[src/inc/sta_cfg.svh]
// Register offsets, field positions and reset values of the shared timer array.
`ifndef STA_CFG_SVH
`define STA_CFG_SVH

// Module count and the module that may act as watchdog.
`define STA_NUM_CH      5
`define STA_WDT_CH      4

// APB byte offsets; per-module registers step by one word.
`define STA_OFF_CTRL    8'h00
`define STA_OFF_TMODE   8'h04
`define STA_OFF_TLOW    8'h08
`define STA_OFF_THIGH   8'h0C
`define STA_OFF_MMODE   8'h10
`define STA_OFF_CLOW    8'h24
`define STA_OFF_CHIGH   8'h38
`define STA_OFF_IRQ     8'h4C
`define STA_REG_STEP    8'h04

// Field positions in timer_control_reg and timer_mode_reg.
`define STA_RUN_BIT     7
`define STA_WDT_EN_BIT  6

// Field positions in module_mode_reg.
`define STA_MM_CMP_BIT  6
`define STA_MM_RISE_BIT 5
`define STA_MM_FALL_BIT 4
`define STA_MM_EQ_BIT   3
`define STA_MM_FLIP_BIT 2
`define STA_MM_PWM_BIT  1
`define STA_MM_IRQ_BIT  0

// Reset values and the low byte value that precedes a period boundary.
`define STA_RST_BYTE    8'h00
`define STA_RST_MODE    7'h00
`define STA_RST_FLAGS   5'h00
`define STA_RST_COUNT   16'h0000
`define STA_LOW_WRAP    8'hFF

`endif

[src/inc/sta_pkg.sv]
// Types shared by the shared timer array design files.
package sta_pkg;
   typedef logic [7:0]  sta_byte_t;
   typedef logic [15:0] sta_count_t;
   typedef logic [6:0]  sta_mode_t;
   typedef logic [4:0]  sta_chvec_t;
   typedef enum logic [1:0] {
      APB_IDLE = 2'b01,
      APB_RESP = 2'b10
   } sta_apb_state_t;
endpackage

[src/hw/sta_chan.sv]
// One compare/capture module: capture, match, toggle output and PWM.
`timescale 1ns/10ps
module sta_chan (
   input  wire logic                pclk,
   input  wire logic                presetn,
   input  wire sta_pkg::sta_count_t count,
   input  wire logic                new_count,
   input  wire logic                low_wrap,
   input  wire sta_pkg::sta_mode_t  mode,
   input  wire logic                wr_low,
   input  wire logic                wr_high,
   input  wire sta_pkg::sta_byte_t  wdata,
   input  wire logic                pin_in,
   output sta_pkg::sta_byte_t       cmp_low,
   output sta_pkg::sta_byte_t       cmp_high,
   output logic                     event_hit,
   output logic                     match_hit,
   output logic                     pin_out,
   output logic                     pin_oe
);
   import sta_pkg::*;
   `include "sta_cfg.svh"

   sta_byte_t low_reg;
   sta_byte_t low_next;
   sta_byte_t high_reg;
   sta_byte_t high_next;
   logic      hold_reg;
   logic      hold_next;
   logic      prev_reg;
   logic      out_reg;
   logic      out_next;
   logic      oe_reg;
   logic      oe_next;
   logic      cap;
   logic      match;
   logic      pwm_mode;

   // Edge capture, match detection and next values of every register except prev_reg.
   always_comb begin
      cap = (pin_in & ~prev_reg & mode[`STA_MM_RISE_BIT]) |
            (~pin_in & prev_reg & mode[`STA_MM_FALL_BIT]); // RULE1
      pwm_mode = mode[`STA_MM_CMP_BIT] & mode[`STA_MM_PWM_BIT]; // RULE11
      match = new_count & mode[`STA_MM_CMP_BIT] & mode[`STA_MM_EQ_BIT] &
              ~hold_reg & (count == {high_reg, low_reg}); // RULE6
      low_next  = low_reg;
      high_next = high_reg;
      if (cap) begin
         low_next  = count[7:0]; // RULE2 RULE4
         high_next = count[15:8];
      end else begin
         if (wr_low) begin
            low_next = wdata;
         end else if (pwm_mode && low_wrap) begin
            low_next = high_reg; // RULE12
         end
         if (wr_high) begin
            high_next = wdata;
         end
      end
      // A low byte write suspends the comparator, a high byte write resumes.
      hold_next = hold_reg;
      if (wr_low) begin
         hold_next = 1'b1; // RULE7
      end else if (wr_high) begin
         hold_next = 1'b0;
      end
      out_next = out_reg;
      if (pwm_mode) begin
         out_next = (count[7:0] >= low_reg); // RULE10 RULE22
      end else if (match && mode[`STA_MM_FLIP_BIT]) begin
         out_next = ~out_reg; // RULE8 RULE9
      end
      oe_next = mode[`STA_MM_CMP_BIT] &
                (mode[`STA_MM_FLIP_BIT] | mode[`STA_MM_PWM_BIT]);
   end

   // Registers of the module.
   always_ff @(posedge pclk or negedge presetn) begin
      if (!presetn) begin
         low_reg  <= `STA_RST_BYTE; // RULE21
         high_reg <= `STA_RST_BYTE;
         hold_reg <= 1'b0;
         prev_reg <= 1'b0;
         out_reg  <= 1'b0;
         oe_reg   <= 1'b0;
      end else begin
         low_reg  <= low_next;
         high_reg <= high_next;
         hold_reg <= hold_next;
         prev_reg <= pin_in;
         out_reg  <= out_next;
         oe_reg   <= oe_next;
      end
   end

   assign cmp_low   = low_reg;
   assign cmp_high  = high_reg;
   assign event_hit = cap | match; // RULE5
   assign match_hit = match;
   assign pin_out   = out_reg;
   assign pin_oe    = oe_reg;
endmodule

[src/hw/sta_sync.sv]
// Two-flop synchroniser for the module pin inputs.
`timescale 1ns/10ps
module sta_sync (
   input  wire logic              pclk,
   input  wire logic              presetn,
   input  wire sta_pkg::sta_chvec_t pin_async,
   output sta_pkg::sta_chvec_t       pin_sync
);
   import sta_pkg::*;
   `include "sta_cfg.svh"

   sta_chvec_t meta_reg;
   sta_chvec_t meta_next;
   sta_chvec_t sync_reg;
   sta_chvec_t sync_next;

   // The first stage feeds only the second stage.
   always_comb begin
      meta_next = pin_async;
      sync_next = meta_reg;
   end

   // Both stages clear to zero under reset.
   always_ff @(posedge pclk or negedge presetn) begin
      if (!presetn) begin
         meta_reg <= `STA_RST_FLAGS;
         sync_reg <= `STA_RST_FLAGS;
      end else begin
         meta_reg <= meta_next;
         sync_reg <= sync_next;
      end
   end

   assign pin_sync = sync_reg;
endmodule

[src/hw/sta_top.sv]
// Shared timer array: five compare/capture modules on one 16-bit timer.
//
// Overview of operation
// (RULE1) Either edge enable selects capture mode.
// (RULE2) Enabled pin edge copies timer into compare.
// (RULE3) Interrupt request needs event flag and enable.
// (RULE4) Later capture overwrites compare value unconditionally.
// (RULE5) Hardware sets event flag; only software clears.
// (RULE6) Comparator and match enables flag timer equality.
// (RULE7) Low byte write suspends, high resumes comparator.
// (RULE8) Flip enable inverts pin on every match.
// (RULE9) Toggle happens in hardware, repeats after wrap.
// (RULE10) PWM: low when timer byte below compare.
// (RULE11) PWM enable plus comparator enable select PWM.
// (RULE12) High byte reloads low byte at wrap.
// (RULE13) All modules share one timer time base.
// (RULE14) PWM period spans 256 low byte counts.
// (RULE15) Only module four acts as watchdog.
// (RULE16) Watchdog match raises internal reset, not pin.
// (RULE17) Clearing watchdog enable blocks the reset.
// (RULE18) Software sets watchdog enable leaving other bits.
// (RULE19) Software sets module four mode, low first.
// (RULE20) Software refreshes watchdog from main program.
// (RULE21) Each module has compare bytes resetting zero.
// (RULE22) PWM works without any interrupt enabled.
`timescale 1ns/10ps
module sta_top (
   input  wire logic                pclk,
   input  wire logic                presetn,
   input  wire logic                psel,
   input  wire logic                penable,
   input  wire logic                pwrite,
   input  wire logic [7:0]          paddr,
   input  wire logic [31:0]         pwdata,
   output logic [31:0]              prdata,
   output logic                     pready,
   output logic                     pslverr,
   input  wire sta_pkg::sta_chvec_t module_io_pin_in,
   output sta_pkg::sta_chvec_t       module_io_pin_out,
   output sta_pkg::sta_chvec_t       module_io_pin_oe,
   output sta_pkg::sta_chvec_t       module_irq_req,
   output logic                     wdt_reset_req
);
   import sta_pkg::*;
   `include "sta_cfg.svh"

   ////////////////////////////////////////////////////////////////////////////
   // Declarations.
   sta_apb_state_t state_reg;
   sta_apb_state_t state_next;
   logic [31:0]    prdata_reg;
   logic [31:0]    prdata_next;
   logic           pready_reg;
   logic           pready_next;
   logic           pslverr_reg;
   logic           pslverr_next;
   logic           setup;
   logic           wr_en;
   logic           hit_any;
   sta_byte_t      rd_byte;
   sta_byte_t      wbyte;
   logic           hit_ctrl;
   logic           hit_tmode;
   logic           hit_tlow;
   logic           hit_thigh;
   logic           hit_irq;
   sta_chvec_t     hit_mm;
   sta_chvec_t     hit_cl;
   sta_chvec_t     hit_ch;
   sta_byte_t      rd_part [`STA_NUM_CH];
   sta_mode_t      mode_q  [`STA_NUM_CH];
   sta_byte_t      cl_q    [`STA_NUM_CH];
   sta_byte_t      ch_q    [`STA_NUM_CH];
   sta_chvec_t     ev;
   sta_chvec_t     match;
   sta_chvec_t     irq_en;
   sta_chvec_t     pin_sync;
   sta_count_t     count_reg;
   sta_count_t     count_next;
   logic           new_reg;
   logic           new_next;
   logic           wrap_reg;
   logic           wrap_next;
   logic           run_reg;
   logic           run_next;
   logic           wdt_en_reg;
   logic           wdt_en_next;
   sta_chvec_t     flag_reg;
   sta_chvec_t     flag_next;
   sta_chvec_t     irq_reg;
   sta_chvec_t     irq_next;
   logic           wdt_rst_reg;
   logic           wdt_rst_next;

   ////////////////////////////////////////////////////////////////////////////
   // Pin synchronisation.
   sta_sync u_sync (
      .pclk      (pclk),
      .presetn   (presetn),
      .pin_async (module_io_pin_in),
      .pin_sync  (pin_sync)
   );

   ////////////////////////////////////////////////////////////////////////////
   // APB slave: data and response are prepared in the setup cycle.
   assign setup     = psel & ~penable;
   assign wr_en     = psel & penable & pwrite & pready_reg;
   assign wbyte     = pwdata[7:0];
   assign hit_ctrl  = (paddr == `STA_OFF_CTRL);
   assign hit_tmode = (paddr == `STA_OFF_TMODE);
   assign hit_tlow  = (paddr == `STA_OFF_TLOW);
   assign hit_thigh = (paddr == `STA_OFF_THIGH);
   assign hit_irq   = (paddr == `STA_OFF_IRQ);
   assign hit_any   = hit_ctrl | hit_tmode | hit_tlow | hit_thigh | hit_irq |
                      (|hit_mm) | (|hit_cl) | (|hit_ch);

   // Read mux and the one-wait-free response state.
   always_comb begin
      rd_byte = 8'h00;
      if (hit_ctrl) begin
         rd_byte = {run_reg, 2'b00, flag_reg};
      end else if (hit_tmode) begin
         rd_byte = {1'b0, wdt_en_reg, 6'h00};
      end else if (hit_tlow) begin
         rd_byte = count_reg[7:0];
      end else if (hit_thigh) begin
         rd_byte = count_reg[15:8];
      end else if (hit_irq) begin
         rd_byte = {3'b000, irq_reg};
      end
      for (int i = 0; i < `STA_NUM_CH; i++) begin
         rd_byte = rd_byte | rd_part[i];
      end
      state_next   = state_reg;
      prdata_next  = prdata_reg;
      pready_next  = 1'b0;
      pslverr_next = 1'b0;
      unique case (state_reg)
         APB_IDLE: begin
            if (setup) begin
               state_next   = APB_RESP;
               pready_next  = 1'b1;
               pslverr_next = ~hit_any;
               prdata_next  = {24'h000000, rd_byte};
            end
         end
         APB_RESP: begin
            state_next = APB_IDLE;
         end
         default: begin
            state_next = APB_IDLE;
         end
      endcase
   end

   // APB response registers.
   always_ff @(posedge pclk or negedge presetn) begin
      if (!presetn) begin
         state_reg   <= APB_IDLE;
         prdata_reg  <= 32'h00000000;
         pready_reg  <= 1'b0;
         pslverr_reg <= 1'b0;
      end else begin
         state_reg   <= state_next;
         prdata_reg  <= prdata_next;
         pready_reg  <= pready_next;
         pslverr_reg <= pslverr_next;
      end
   end

   ////////////////////////////////////////////////////////////////////////////
   // Shared timer, control flags, interrupt requests and watchdog reset.
   always_comb begin
      count_next = count_reg;
      new_next   = 1'b0;
      wrap_next  = 1'b0;
      if (wr_en && hit_tlow) begin
         count_next = {count_reg[15:8], wbyte};
      end else if (wr_en && hit_thigh) begin
         count_next = {wbyte, count_reg[7:0]};
      end else if (run_reg) begin
         count_next = count_reg + 16'h0001; // RULE13 RULE14
         new_next   = 1'b1;
         wrap_next  = (count_reg[7:0] == `STA_LOW_WRAP);
      end
      run_next    = run_reg;
      wdt_en_next = wdt_en_reg;
      flag_next   = flag_reg | ev; // RULE5
      if (wr_en && hit_ctrl) begin
         run_next  = wbyte[`STA_RUN_BIT];
         flag_next = wbyte[4:0] | ev;
      end
      if (wr_en && hit_tmode) begin
         wdt_en_next = wbyte[`STA_WDT_EN_BIT]; // RULE17
      end
      irq_next     = flag_reg & irq_en; // RULE3
      wdt_rst_next = match[`STA_WDT_CH] & wdt_en_reg; // RULE15 RULE16
   end

   // Timer and control registers.
   always_ff @(posedge pclk or negedge presetn) begin
      if (!presetn) begin
         count_reg   <= `STA_RST_COUNT;
         new_reg     <= 1'b0;
         wrap_reg    <= 1'b0;
         run_reg     <= 1'b0;
         wdt_en_reg  <= 1'b0;
         flag_reg    <= `STA_RST_FLAGS;
         irq_reg     <= `STA_RST_FLAGS;
         wdt_rst_reg <= 1'b0;
      end else begin
         count_reg   <= count_next;
         new_reg     <= new_next;
         wrap_reg    <= wrap_next;
         run_reg     <= run_next;
         wdt_en_reg  <= wdt_en_next;
         flag_reg    <= flag_next;
         irq_reg     <= irq_next;
         wdt_rst_reg <= wdt_rst_next;
      end
   end

   ////////////////////////////////////////////////////////////////////////////
   // Per-module mode registers, decode and compare/capture units.
   for (genvar i = 0; i < `STA_NUM_CH; i++) begin : g_ch
      sta_mode_t mode_reg;
      sta_mode_t mode_next;

      assign hit_mm[i] = (paddr == `STA_OFF_MMODE + `STA_REG_STEP * 8'(i));
      assign hit_cl[i] = (paddr == `STA_OFF_CLOW + `STA_REG_STEP * 8'(i));
      assign hit_ch[i] = (paddr == `STA_OFF_CHIGH + `STA_REG_STEP * 8'(i));
      assign rd_part[i] = hit_mm[i] ? {1'b0, mode_reg} :
                          hit_cl[i] ? cl_q[i] :
                          hit_ch[i] ? ch_q[i] : 8'h00;
      assign mode_q[i] = mode_reg;
      assign irq_en[i] = mode_reg[`STA_MM_IRQ_BIT];

      // Mode register next value.
      always_comb begin
         mode_next = mode_reg;
         if (wr_en && hit_mm[i]) begin
            mode_next = wbyte[6:0];
         end
      end

      // Mode register.
      always_ff @(posedge pclk or negedge presetn) begin
         if (!presetn) begin
            mode_reg <= `STA_RST_MODE;
         end else begin
            mode_reg <= mode_next;
         end
      end

      sta_chan u_chan (
         .pclk      (pclk),
         .presetn   (presetn),
         .count     (count_reg),
         .new_count (new_reg),
         .low_wrap  (wrap_reg),
         .mode      (mode_q[i]),
         .wr_low    (wr_en & hit_cl[i]),
         .wr_high   (wr_en & hit_ch[i]),
         .wdata     (wbyte),
         .pin_in    (pin_sync[i]),
         .cmp_low   (cl_q[i]),
         .cmp_high  (ch_q[i]),
         .event_hit (ev[i]),
         .match_hit (match[i]),
         .pin_out   (module_io_pin_out[i]),
         .pin_oe    (module_io_pin_oe[i])
      );
   end

   ////////////////////////////////////////////////////////////////////////////
   // Outputs.
   assign prdata         = prdata_reg;
   assign pready         = pready_reg;
   assign pslverr        = pslverr_reg;
   assign module_irq_req = irq_reg;
   assign wdt_reset_req  = wdt_rst_reg;
endmodule

[config.mk]
export PLATFORM = sky130hd
export DESIGN_NAME = sta_top
export DESIGN_NICKNAME = d
export VERILOG_FILES = /design/src/inc/sta_pkg.sv /design/src/hw/sta_chan.sv /design/src/hw/sta_sync.sv /design/src/hw/sta_top.sv
export VERILOG_INCLUDE_DIRS = /design/src /design/src/inc
export SDC_FILE = /design/constraint.sdc
export NUM_CORES = 1
export LEC_CHECK = 0
export ABC_AREA = 1
export BUFFER_PORTS_ARGS = -buffer_cell sky130_fd_sc_hd__buf_4
export CORE_MARGIN = 2
export CORE_UTILIZATION = 60
export CTS_CLUSTER_DIAMETER = 200
export DETAILED_ROUTE_END_ITERATION = 16
export PLACE_DENSITY = 0.8
export SETUP_SLACK_MARGIN = 0.02
export SKIP_CTS_REPAIR_TIMING = 1
export SLEW_MARGIN = 20
export SYNTH_ARGS = -nofsm -noshare
export SYNTH_HDL_FRONTEND = slang
export SYNTH_HIERARCHICAL = 1
export SYNTH_SLANG_ARGS = --single-unit
[constraint.sdc]
create_clock -name pclk -period 3.4 [get_ports pclk]
set_input_delay 0.51 -clock pclk [delete_from_list [all_inputs] [get_ports pclk]]
set_output_delay 0.51 -clock pclk [all_outputs]
set_load 0.02 [all_outputs]
==> reports/qor.txt <==
initial core utilization: 60.84%
htree depth: 4
post-layout util: 66.65%
leakage power: 7.495 nW
Slowest Stage Delay on Critical Path: 0.60 ns
Fmax: 0.4041 GHz
routed vias/inst: 5.950
Post-Synthesis Cell Area: 12710 µm²
YS warnings: 6
pre-CTS WS: 0.7810 ns
Die Wd: 149.5 µm
initial antenna violation count: 0
Gate Count Post-Synth: 1836
critical path arrival: 2.81 ns
post-synthesis area per instance: 6.922 µm²
CTS Sinks: 188
Worst Clk Skew: 0.02100 ns
most common cell after layout, fill and taps aside: nand2_1
Rows: 53
status: finished clean
Slowest-stage cell, CP: nand4_2
register clock-pin slew on the reported worst setup and hold paths: 0.09 ns
clock latency on the worst-skew pair: 0.45 ns
Worst Hold Class: input pin to async pin
final hold vios: 0
CTS buffer count: 17
family with the most delay on the worst path: simple AND/OR/NAND/NOR gates
crit path capture type: flip-flop
CTS max path bufs: 2
height of the die: 149.5 µm
Final Cycle Share: 72.78%
Worst IR Drop VDD: 0.3634 mV
Setup crit start: pready
largest net degree at the start of global routing: 89
Startpoint Class: flip-flop
CTS tree: done
drt wl/cell: 20.49 µm
final setup violation count: 0
HPWL after detailed placement: 31570 µm
register cell area after layout: 4706 µm²
I/O Pins: 100
area occupied by multi-input gates: 6576 µm²
Worst Tran Pin Value: 1.107 ns
P per Cell Area: 369.6 nW/µm²
antenna-violating nets left: 0
Placeable Area: 20890 µm²
Max-slew headroom: 26.21%
die area: 22360 µm²
R2R cell count: 4
Vias: 12940
RSZ-0062 raised after global routing: false
DRC errors left: 0
fin worst setup slack: 0.9253 ns
crit-path max FO: 13
total power draw: 5.146 mW
Initial DRC Count: 1359
WS Path Type: flip-flop to flip-flop
All-Layer GR Usage: 40.57%
WP buf/inv: 1
Nets: 1977
root cell of the clock tree: clkbuf_16
Final Max Slew Viols: 0
drt total wl: 44540 µm
share of post-route cells with drive strength above 1: 9.584%
1st-pass router iterations: 6
worst reg2reg startpoint: pready
number of fill cells: 1877
Area Growth Syn to Fin: 9.549%
setup_tns: 0 ns
n_diodes: 0
first-pass GRT wire length: 67160 µm
sequence of cells on the critical path: nand4_2 -> inv_1 -> nand2_1 -> a211o_1
most frequent cells in the layout: nand2_1, inv_1, nor2_1
Crit path required time: 3.73 ns
Port Buf Inserts: 51
critical path depth: 4
GPL Wtd Cong: 1.025
gr ovfl total: 0
vias in the first global route: 11800
Max Cap Viol: 0
fin crit period: 2.475 ns
==> worst register-to-register path, cell delays in order (launching register included) <==
cell and delay [ns]:
dfrtp_1 0.37, nand4_2 0.60, inv_1 0.56, nand2_1 0.42, a211o_1 0.40
==> power breakdown <==
part           internal (mW)  total (mW)  switching [mW]
Combinational          0.204       0.634           0.430
Sequential              2.32        2.43           0.108
Clock                   1.01        2.08            1.08
==> metal layers <==
layer / GRT usage (%) / up-vias / part of all wire (%)
met2: 58.39 / 773 / 41
li1: - / 5973 / -
met1: 56.19 / 6034 / 40
met4: 23.81 / 0 / 6.6
met3: 8.841 / 156 / 13
met5: 0 / - / 0
==> metrics by stage <==
stage / hold slack [ns] / std cells / area (µm²)
final: 0.08964 / 2174 / 13920
after global routing: 0.1492 / 2174 / 13920
after CTS: 0.1382 / 2174 / 13920
after detailed placement: 0.3405 / 2142 / 13310
after global placement: 0.3316 / 2142 / 13310
after floorplan: 0.2144 / 1859 / 12800
==> final timing paths <==
check	to	slack, ns
hold / removal	g_ch[4].u_chan/cmp_low[3]	0.09
min in group pclk	u_sync/meta_reg[0]	0.16
max in group asynchronous	state_reg[0]	2.48
setup / recovery	flag_reg[4]	0.93
setup reg to reg	flag_reg[4]	0.93
hold reg to reg	u_sync/pin_sync[0]	0.36
==> layout make-up <==
class,count,share of cell area (%)
clock buffer,17,3.055
tap,275,2.471
sequential,188,33.80
clock inverter,15,1.366
timing repair buffer,80,4.538
multi-input combinational,1323,47.23
inverter,276,7.540
(Power assumes the default switching activity.)
